**src/include/pll_words_regs.svh**
```systemverilog
`ifndef PLL_WORDS_REGS_SVH
`define PLL_WORDS_REGS_SVH
// register select codes
`define SEL_INT_CAL 4'h0
`define SEL_MAIN_FRAC 4'h1
`define SEL_AUX_LOW 4'h2
`define SEL_PHASE 4'h3
`define SEL_AUX_HIGH 4'hD
// word layout
`define WORD_BITS 32
`define SEL_MSB 3
`define SEL_LSB 0
`define CAL_EN_BIT 21
`define PRESCALER_BIT 20
`define INT_MSB 19
`define INT_LSB 4
`define MAIN_FRACTION_NUMERATOR_MSB 27
`define MAIN_FRACTION_NUMERATOR_LSB 4
`define AUXF_LOW_MSB 31
`define AUXF_LOW_LSB 18
`define AUXM_LOW_MSB 17
`define AUXM_LOW_LSB 4
`define AUXF_HIGH_MSB 31
`define AUXF_HIGH_LSB 18
`define AUXM_HIGH_MSB 17
`define AUXM_HIGH_LSB 4
`define MOD_RST_DIS_BIT 30
`define RESYNC_EN_BIT 29
`define PHASE_STEP_BIT 28
`define PHASE_MSB 27
`define PHASE_LSB 4
`define AUX_HALF_W 14
`endif

```
**src/include/pll_words_pkg.sv**
```systemverilog
package pll_words_pkg;
  typedef enum logic {presc_4_5, presc_8_9} prescaler_t;
endpackage

```
**src/include/serial_word_if.sv**
```systemverilog
`timescale 1ns/1ps
`default_nettype none
// carries one received word and its load pulse
interface serial_word_if;
  logic [31:0] word;
  logic load;
  modport source (output word, output load);
  modport sink (input word, input load);
endinterface
`default_nettype wire

```
**src/verilog/serial_shift_in.sv**
```systemverilog
`timescale 1ns/1ps
`default_nettype none
`include "pll_words_regs.svh"
module serial_shift_in (
  input wire logic sys_clk_i, // system clock
  input wire logic srst_i, // sync reset
  input wire logic sclk_i, // serial clock pin
  input wire logic sdata_i, // serial data pin
  input wire logic load_strobe_i, // load strobe pin
  serial_word_if.source out // word and load pulse
);
  logic [1:0] sclk_s, data_s, le_s;
  logic sclk_d, le_d;
  logic [`WORD_BITS-1:0] shreg;
  logic load;
  wire sclk_rise = sclk_s[1] & ~sclk_d;
  wire le_rise = le_s[1] & ~le_d;
  // two-stage synchronisers, then edge detect on the second stage only
  always_ff @(posedge sys_clk_i) begin
    if (srst_i) begin
      sclk_s <= 2'h0; data_s <= 2'h0; le_s <= 2'h0; sclk_d <= 1'b0; le_d <= 1'b0;
    end else begin
      sclk_s <= {sclk_s[0], sclk_i};
      data_s <= {data_s[0], sdata_i};
      le_s <= {le_s[0], load_strobe_i};
      sclk_d <= sclk_s[1];
      le_d <= le_s[1];
    end
  end
  // msb first shift; the word out is the shift register itself, the load edge gives a one-cycle pulse
  always_ff @(posedge sys_clk_i) begin
    if (srst_i) begin
      shreg <= 32'h0;
      load <= 1'b0;
    end else begin
      if (sclk_rise) shreg <= {shreg[`WORD_BITS-2:0], data_s[1]};
      load <= le_rise;
    end
  end
  assign out.word = shreg;
  assign out.load = load;
  a_load_follows_edge: assert property (@(posedge sys_clk_i) disable iff (srst_i)
    le_rise |=> load) else $error("load pulse missing after strobe edge");
endmodule // serial_shift_in
`default_nettype wire

```
**src/verilog/pll_frequency_phase_words.sv**
```systemverilog
`timescale 1ns/1ps
`default_nettype none
`include "pll_words_regs.svh"
// Functional notes
// - words shift in msb first on sclk rise; strobe rise latches them
// - low four bits of each word select the destination latch
// - fractions and aux modulus wait pending until word 0 is written
// - select code zero loads the integer and calibration word
// - calibration bit set: each word 0 write starts band search
// - calibration bit clear: word 0 write keeps current band
// - bit 20 of word 0 picks prescaler ratio
// - bits 19 to 4 of word 0 are the integer divide
// - code one loads main fraction; host zeros bits 31 to 28
// - bits 27 to 4 of word 1 are the 24-bit main fraction
// - aux fraction is high part shifted by 14 plus low part
// - aux modulus is high part times 2^14 plus low part
// - code three loads phase word; host zeros bit 31
// - word 0 write resets modulator unless reset disable is set
// - bit 29 of word 3 enables phase resync
// - phase step bit: each word 0 write advances phase by value
// - phase offset is value over 2^24 of a full cycle
module pll_frequency_phase_words (
  input wire logic sys_clk_i, // 20 MHz system clock
  input wire logic srst_i, // sync reset, active high
  input wire logic sclk_i, // serial clock from host
  input wire logic sdata_i, // serial data from host
  input wire logic load_strobe_i, // load strobe from host
  output logic [15:0] int_divide_o, // integer divide value
  output pll_words_pkg::prescaler_t prescaler_o, // prescaler ratio
  output logic [23:0] main_frac_o, // applied main fraction
  output logic [27:0] aux_frac_o, // applied aux fraction
  output logic [27:0] aux_mod_o, // applied aux modulus
  output logic cal_start_o, // band search start pulse
  output logic mod_reset_o, // modulator reset pulse
  output logic phase_step_o, // phase advance pulse
  output logic [23:0] phase_acc_o, // accumulated phase offset
  output logic resync_en_o, // phase resync enable
  output logic [23:0] phase_value_o // programmed phase value
);
  serial_word_if link ();
  serial_shift_in rx (
    .sys_clk_i(sys_clk_i),
    .srst_i(srst_i),
    .sclk_i(sclk_i),
    .sdata_i(sdata_i),
    .load_strobe_i(load_strobe_i),
    .out(link)
  );

  // select decode on the received word
  wire [3:0] sel = link.word[`SEL_MSB:`SEL_LSB];
  wire wr0 = link.load && sel == `SEL_INT_CAL;
  wire wr1 = link.load && sel == `SEL_MAIN_FRAC;
  wire wr2 = link.load && sel == `SEL_AUX_LOW;
  wire wr3 = link.load && sel == `SEL_PHASE;
  wire wr13 = link.load && sel == `SEL_AUX_HIGH;
  wire cal_bit = link.word[`CAL_EN_BIT];

  // pending (buffered) halves
  logic [23:0] main_fraction_numerator_pend;
  logic [13:0] auxf_lo, auxm_lo, auxf_hi, auxm_hi;
  logic mod_rst_dis, phase_step_en;
  wire [27:0] auxf_comb = {auxf_hi, auxf_lo};
  wire [27:0] auxm_comb = {auxm_hi, auxm_lo};
  // the carry out of the phase sum is dropped on purpose: the offset wraps at a full cycle
  wire [24:0] phase_sum = phase_acc_o + phase_value_o;

  // pending writes; nothing reaches the modulator before word 0
  always_ff @(posedge sys_clk_i) begin
    if (srst_i) begin
      main_fraction_numerator_pend <= 24'h0; auxf_lo <= 14'h0; auxm_lo <= 14'h0;
      auxf_hi <= 14'h0; auxm_hi <= 14'h0;
    end else begin
      if (wr1) main_fraction_numerator_pend <= link.word[`MAIN_FRACTION_NUMERATOR_MSB:`MAIN_FRACTION_NUMERATOR_LSB];
      if (wr2) begin
        auxf_lo <= link.word[`AUXF_LOW_MSB:`AUXF_LOW_LSB];
        auxm_lo <= link.word[`AUXM_LOW_MSB:`AUXM_LOW_LSB];
      end
      if (wr13) begin
        auxf_hi <= link.word[`AUXF_HIGH_MSB:`AUXF_HIGH_LSB];
        auxm_hi <= link.word[`AUXM_HIGH_MSB:`AUXM_HIGH_LSB];
      end
    end
  end

  // phase control word is not buffered: it steers the next word 0 write
  always_ff @(posedge sys_clk_i) begin
    if (srst_i) begin
      mod_rst_dis <= 1'b0; resync_en_o <= 1'b0; phase_step_en <= 1'b0; phase_value_o <= 24'h0;
    end else if (wr3) begin
      mod_rst_dis <= link.word[`MOD_RST_DIS_BIT];
      resync_en_o <= link.word[`RESYNC_EN_BIT];
      phase_step_en <= link.word[`PHASE_STEP_BIT];
      phase_value_o <= link.word[`PHASE_MSB:`PHASE_LSB];
    end
  end

  // word 0 commits buffered values and fires actions
  always_ff @(posedge sys_clk_i) begin
    if (srst_i) begin
      int_divide_o <= 16'h0; prescaler_o <= pll_words_pkg::presc_4_5;
      main_frac_o <= 24'h0; aux_frac_o <= 28'h0; aux_mod_o <= 28'h0;
      cal_start_o <= 1'b0; mod_reset_o <= 1'b0; phase_step_o <= 1'b0; phase_acc_o <= 24'h0;
    end else begin
      cal_start_o <= wr0 && cal_bit;
      mod_reset_o <= wr0 && !mod_rst_dis;
      phase_step_o <= wr0 && phase_step_en;
      if (wr0) begin
        int_divide_o <= link.word[`INT_MSB:`INT_LSB];
        prescaler_o <= pll_words_pkg::prescaler_t'(link.word[`PRESCALER_BIT]);
        main_frac_o <= main_fraction_numerator_pend;
        aux_frac_o <= auxf_comb;
        aux_mod_o <= auxm_comb;
        if (phase_step_en) phase_acc_o <= phase_sum[23:0];
      end
    end
  end

  a_cal_on_word0: assert property (@(posedge sys_clk_i) disable iff (srst_i)
    wr0 |=> (cal_start_o == $past(cal_bit))) else $error("calibration start mismatch");
  a_cal_only_word0: assert property (@(posedge sys_clk_i) disable iff (srst_i)
    cal_start_o |-> $past(wr0)) else $error("calibration without word 0");
  a_modrst_gated: assert property (@(posedge sys_clk_i) disable iff (srst_i)
    mod_reset_o |-> $past(wr0) && !$past(mod_rst_dis)) else $error("bad modulator reset");
  a_frac_held: assert property (@(posedge sys_clk_i) disable iff (srst_i)
    !wr0 |=> $stable(main_frac_o) && $stable(aux_mod_o)) else $error("buffered value moved early");
  a_int_loaded: assert property (@(posedge sys_clk_i) disable iff (srst_i)
    wr0 |=> int_divide_o == $past(link.word[19:4])) else $error("integer not loaded");
  a_phase_adv: assert property (@(posedge sys_clk_i) disable iff (srst_i)
    phase_step_o |-> phase_acc_o == $past(phase_acc_o) + phase_value_o) else $error("phase step wrong");
  a_presc_loaded: assert property (@(posedge sys_clk_i) disable iff (srst_i)
    wr0 |=> prescaler_o == $past(link.word[20])) else $error("prescaler not loaded");
  a_main_fraction_numerator_commit: assert property (@(posedge sys_clk_i) disable iff (srst_i)
    wr0 |=> main_frac_o == $past(main_fraction_numerator_pend)) else $error("main fraction not committed");
endmodule // pll_frequency_phase_words
`default_nettype wire

```
**config.mk**
```make
export PLATFORM = sky130hd
export DESIGN_NAME = pll_frequency_phase_words
export DESIGN_NICKNAME = d
export VERILOG_FILES = /design/src/include/pll_words_pkg.sv /design/src/include/serial_word_if.sv /design/src/verilog/serial_shift_in.sv /design/src/verilog/pll_frequency_phase_words.sv
export VERILOG_INCLUDE_DIRS = /design/src /design/src/include
export SDC_FILE = /design/constraint.sdc
export NUM_CORES = 1
export LEC_CHECK = 0
export ABC_CLOCK_PERIOD_IN_PS = 5100
export CAP_MARGIN = 15
export CORE_ASPECT_RATIO = 0.7
export CORE_MARGIN = 4
export CORE_UTILIZATION = 55
export DETAILED_ROUTE_END_ITERATION = 7
export DONT_BUFFER_PORTS = 1
export MAX_ROUTING_LAYER = met4
export PLACE_DENSITY = 0.75
export SLEW_MARGIN = 20
export SYNTH_ARGS = -nofsm -noshare
export SYNTH_HDL_FRONTEND = slang
export SYNTH_SLANG_ARGS = --single-unit
```
**constraint.sdc**
```tcl
create_clock -name sys_clk_i -period 5.1 [get_ports sys_clk_i]
set_clock_uncertainty 0.2 [all_clocks]
set_input_delay 1.53 -clock sys_clk_i [delete_from_list [all_inputs] [get_ports sys_clk_i]]
set_output_delay 1.53 -clock sys_clk_i [all_outputs]
set_load 0.05 [all_outputs]
```
==> Yosys cells after proc, flatten, opt, wreduce, memory -nomap -nowiden <==
Cells that the tools add are included.
{ "totals": {"in_bits": 5, "rom_bits": 0, "mem_bits_rw": 0, "n_memories": 0, "ff_bits": 272, "output_inout_bits": 149, "latchBits": 0, "word_cells": 45} }
{ "op_classes": {"bitwise_logic": 4, "n_lt_le_gt_ge": 0, "n_mux": 0, "n_shift": 0, "multipliers": 0, "addsub": 1, "n_reduce_logical": 11, "n_eq_ne": 4, "div": 0} }
{ "op_table": {"columns": ["operator", "n"], "rows": [
  ["24-bit adder", 1],
  ["4-bit by 2-bit == test with 1-bit output, second input constant", 2],
  ["1-bit logical AND", 8],
  ["4-bit by 1-bit == test with 1-bit output, second input constant", 1],
  ["4-bit == test, second input constant", 1],
  ["4-bit zero test", 1],
  ["1-bit AND", 2],
  ["1-bit inverter", 2],
  ["2-bit AND reduction", 1],
  ["1-bit zero test", 1]
]} }

==> Longest topological paths before layout <==
{ "depth": {"depth_word": 3, "ltp_mapped": 9, "depth_no_buf": 9} }

==> Hierarchy <==
A second synthesis with hierarchy kept.
{ "hier_totals": {"cells_unflattened": 1318, "hier_area_um2": 10822.9} }
{ "by_module_without_submodules": {"columns": ["mod", "area_each_um2", "cells_each", "seq_area_each_um2", "instances"], "rows": [
  ["pll_frequency_phase_words", 9306.4, 1193, 4624.4, 1],
  ["serial_shift_in", 1516.5, 125, 820.8, 1]
]} }

==> Least setup slack after synthesis <==
Ideal clock, no wire load.
{ "synth_timing": {"path_type": "reg-to-reg", "from": "register phase_acc_o[0]", "to": "register phase_acc_o[20]", "synth_period_minus_slack_ns": 2.762, "setup_time_ns": 0.123, "arrival_ns": 2.439, "required_time_ns": 4.777, "stages_incl_launch_ff": 10, "n_path_buf": 0, "path_slack_ns": 2.338, "cell_sequence": "dfxtp_1 > ha_1 > fa_1 > a21oi_1 > o211ai_1 > a2111oi_2 > nor3_2 > a221oi_2 > xor2_1 > o21ai_1"} }
{ "synth_between": {"elab_chain_cells": 1} }
{ "synth_lines": {"columns": ["element", "line_no", "source"], "rows": [
  ["start: declaration", "pll_frequency_phase_words.sv:36", "output logic [23:0] phase_acc_o,"],
  ["start signal: assignment", "pll_frequency_phase_words.sv:114", "if (phase_step_en) phase_acc_o <= phase_sum[23:0];"],
  ["24-bit adder", "pll_frequency_phase_words.sv:66", "wire [24:0] phase_sum = phase_acc_o + phase_value_o;"]
]} }
No other way between the ends.
A chain may end at the register's enable or synchronous reset.

==> Final worst setup path <==
{ "layout_timing": {"from": "register phase_value_o[23]", "to": "output phase_value_o[23]"} }
{ "layout_lines": {"columns": ["element", "line_no", "source"], "rows": [
  ["start: declaration", "pll_frequency_phase_words.sv:38", "output logic [23:0] phase_value_o"],
  ["start signal: assignment", "pll_frequency_phase_words.sv:94", "phase_value_o <= link.word[`PHASE_MSB:`PHASE_LSB];"]
]} }
No word-level cell between the ends.

==> impl_metrics.env <==
export IMPL_fmax_mhz=331
export IMPL_synth_most_common_cell="nand2_1"
export IMPL_synth_nets=1354
export IMPL_synthCells=1325
export IMPL_numPortBuffers=0
export IMPL_clockBufferDepth=3
export IMPL_power_leakage_uw=0.00383
export IMPL_rsz0062_at_grt="no"
export IMPL_combPwrFrac=0.006
export IMPL_numClockSinks=272
export IMPL_r2r_cells=9
export IMPL_io_pins=154
export IMPL_rows=41
export IMPL_yosysTopAreaCellShare=0.521
export IMPL_clockPowerShare=0.461
export IMPL_hold_violations=0
export IMPL_die_area_mm2=0.0213
export IMPL_seq_power_share=0.532
export IMPL_worstHoldPathCells=1
export IMPL_drc=0
export IMPL_synth_area_mm2=0.0104
export IMPL_swShare=0.203
export IMPL_min_period_over_period=0.592
export IMPL_chipHeight_um=123
export IMPL_relSlewSlack=0.299
export IMPL_critPathMaxFanout=6
export IMPL_via_per_inst=5.70
export IMPL_htree_levels=1
export IMPL_crit_type="flop to primary output"
export IMPL_cts_clk_slew_worst_paths_ns=0.06
export IMPL_clock_latency_ns=0.52
export IMPL_cap_viol_max_count=0
export IMPL_synthTopCellsByCount="nand2_1, a21oi_1, dfxtp_1"
export IMPL_drt_wl_total_um=27700
export IMPL_cp_required_ns=3.37
export IMPL_p_int_uw=3190
export IMPL_gp_congestion=0.896
export IMPL_ctsResizeCount=0
export IMPL_startpoint_type="flop"
export IMPL_nets=1298
export IMPL_avgSynthCellArea_um2=7.89
export IMPL_synth_edff_count=0
export IMPL_grt_pass1_wl_um=44100
export IMPL_area_growth_syn_to_layout_pct=7.84
export IMPL_drive_above_1_share=0.0451
export IMPL_hold_buffers=0
export IMPL_routedWlPerCell_um=18.2
export IMPL_overflow=0
export IMPL_numCtsBuffers=25
export IMPL_tns_ns=0
export IMPL_critical_path_endpoint_type="primary output"
export IMPL_place_hpwl_um=17600
export IMPL_dieWidth_um=173
export IMPL_cts_tree="built"
export IMPL_vias=8675
export IMPL_cts_root_buffer="clkbuf_16"
export IMPL_drtIter0Drc=836
export IMPL_ant_nets=0
export IMPL_drv_slew=0
export IMPL_start_util=0.571
export IMPL_ys_seq_elements=272
export IMPL_ys_async_sr_fraction=0
export IMPL_grt_pass1_vias=8000
export IMPL_post_cts_buffers=0
export IMPL_grt_max_degree=275
export IMPL_placeableCoreArea_mm2=0.0183
export IMPL_arrival_ns=1.29
export IMPL_synth_distinct_cells=54
export IMPL_switching_power_uw=813
export IMPL_grtUsageTotal=0.261
export IMPL_first_pass_iters=4
export IMPL_yosysSeqAreaShare=0.521
export IMPL_hold_class="flop to flop"
export IMPL_cp_num_cells=0
export IMPL_final_setup_viol_count=0
export IMPL_status="finished clean"
export IMPL_yosys_most_used_dff="dfxtp_1"
export IMPL_yosysWarnings=0
export IMPL_cellPowerDensity_mw_per_mm2=355
export IMPL_synth_area_top_cells="dfxtp_1, nand2_1, a21oi_1, clkbuf_1, ha_1"
export IMPL_timing_hold_ws_ns=0.192
export IMPL_ir_worst_vdd_mv=0.252
export IMPL_grt_antenna_before_repair=0
export IMPL_yosys_area_top_type="dfxtp_1"
export IMPL_tightest_slew_ns=1.05
export IMPL_min_period_ns=3.02
export IMPL_antenna_cells=0
final timing paths:
check / startpoint / to / slack [ns]
min: rx.le_d / rx.out.load / 0.19
min reg2reg: rx.le_d / rx.out.load / 0.19
max reg2reg: phase_acc_o[0] / phase_acc_o[20] / 2.10
max: phase_value_o[23] / phase_value_o[23] / 2.08
kinds of logic (layout without fill, tap and decap cells):
family / count (synthesis) / count (layout) / synth area share
AOI/OAI and AO/OA: 320 / 320 / 0.165
muxes: 3 / 3 / 0.00299
and+or+nand+nor: 596 / 596 / 0.233
xor gates and xnor gates: 15 / 15 / 0.0126
adders and majority gates: 24 / 24 / 0.0295
DFF: 272 / 272 / 0.521
buffers and inverters: 95 / 56 / 0.0362
sequential cells by signal, summed over array words and instances, names as in the netlist, 14 cells and up:
register,count
rx.out.word,32
aux_frac_o,28
aux_mod_o,28
main_frac_o,24
main_fraction_numerator_pend,24
phase_acc_o,24
phase_value_o,24
int_divide_o,16
auxf_hi,14
auxf_lo,14
auxm_hi,14
auxm_lo,14
per-layer routing:
metal  part of all wire  track usage  wire [um]  vias to the layer above
met5                  0            -          0                        -
met4              0.016       0.0508        438                        0
met3              0.092       0.0730       2560                       36
met2               0.43        0.382      11800                      297
met1               0.47        0.368      12900                     4081
li1                   -            -          -                     4261
cell type report:
cell class                 count  area, um2
fill                        1646       7050
sequential                   272       5450
inverter                       7       26.3
multi-input combinational    958       4660
clock inverter                 6       58.8
timing repair buffer           5       37.5
tap                          236        295
clock buffer                  38        744
stage by stage:
stage	std cells	utilization	cell area, um2	total power [uW]	setup WS (ns)
after detailed placement	1478	0.571	10500	2200	2.12
after floorplan	1325	-	10400	2220	2.34
after global placement	1478	0.570	10400	2200	2.15
after global routing	1522	0.615	11300	4130	1.92
after CTS	1522	0.615	11300	4020	2.06
final	1522	0.615	11300	4000	2.08
power by group through the flow:
| stage | Clock (uW) | Sequential [uW] | Combinational [uW] |
|---|---|---|---|
| detailed placement | 0 | 2180 | 25.4 |
| global placement | 0 | 2180 | 25.1 |
| floorplan | 0 | 2180 | 48.5 |
| global route | 1970 | 2130 | 28.6 |
| finish | 1840 | 2130 | 25.9 |
| CTS | 1870 | 2130 | 25.4 |
cells in the final DEF, fill, tap and decap left out, types with 2 or more instances in the layout:
master	instances
a211oi_1	2
a21o_1	10
a21oi_1	273
a221oi_2	2
and3_1	6
buf_4	5
clkbuf_1	6
clkbuf_16	25
clkbuf_8	7
clkinv_2	4
dfxtp_1	272
ha_1	23
inv_1	7
mux2i_1	2
nand2_1	508
nand2b_1	3
nand3_1	11
nand3b_1	3
nand4_1	5
nand4b_1	3
nor2_1	17
nor2b_1	12
nor3_1	7
nor3_2	2
nor3b_1	2
o21ai_0	5
o21ai_1	9
o21bai_1	5
or4_1	4
xnor2_1	5
xor2_1	10
No activity file was read; power rests on OpenSTA's default activity.
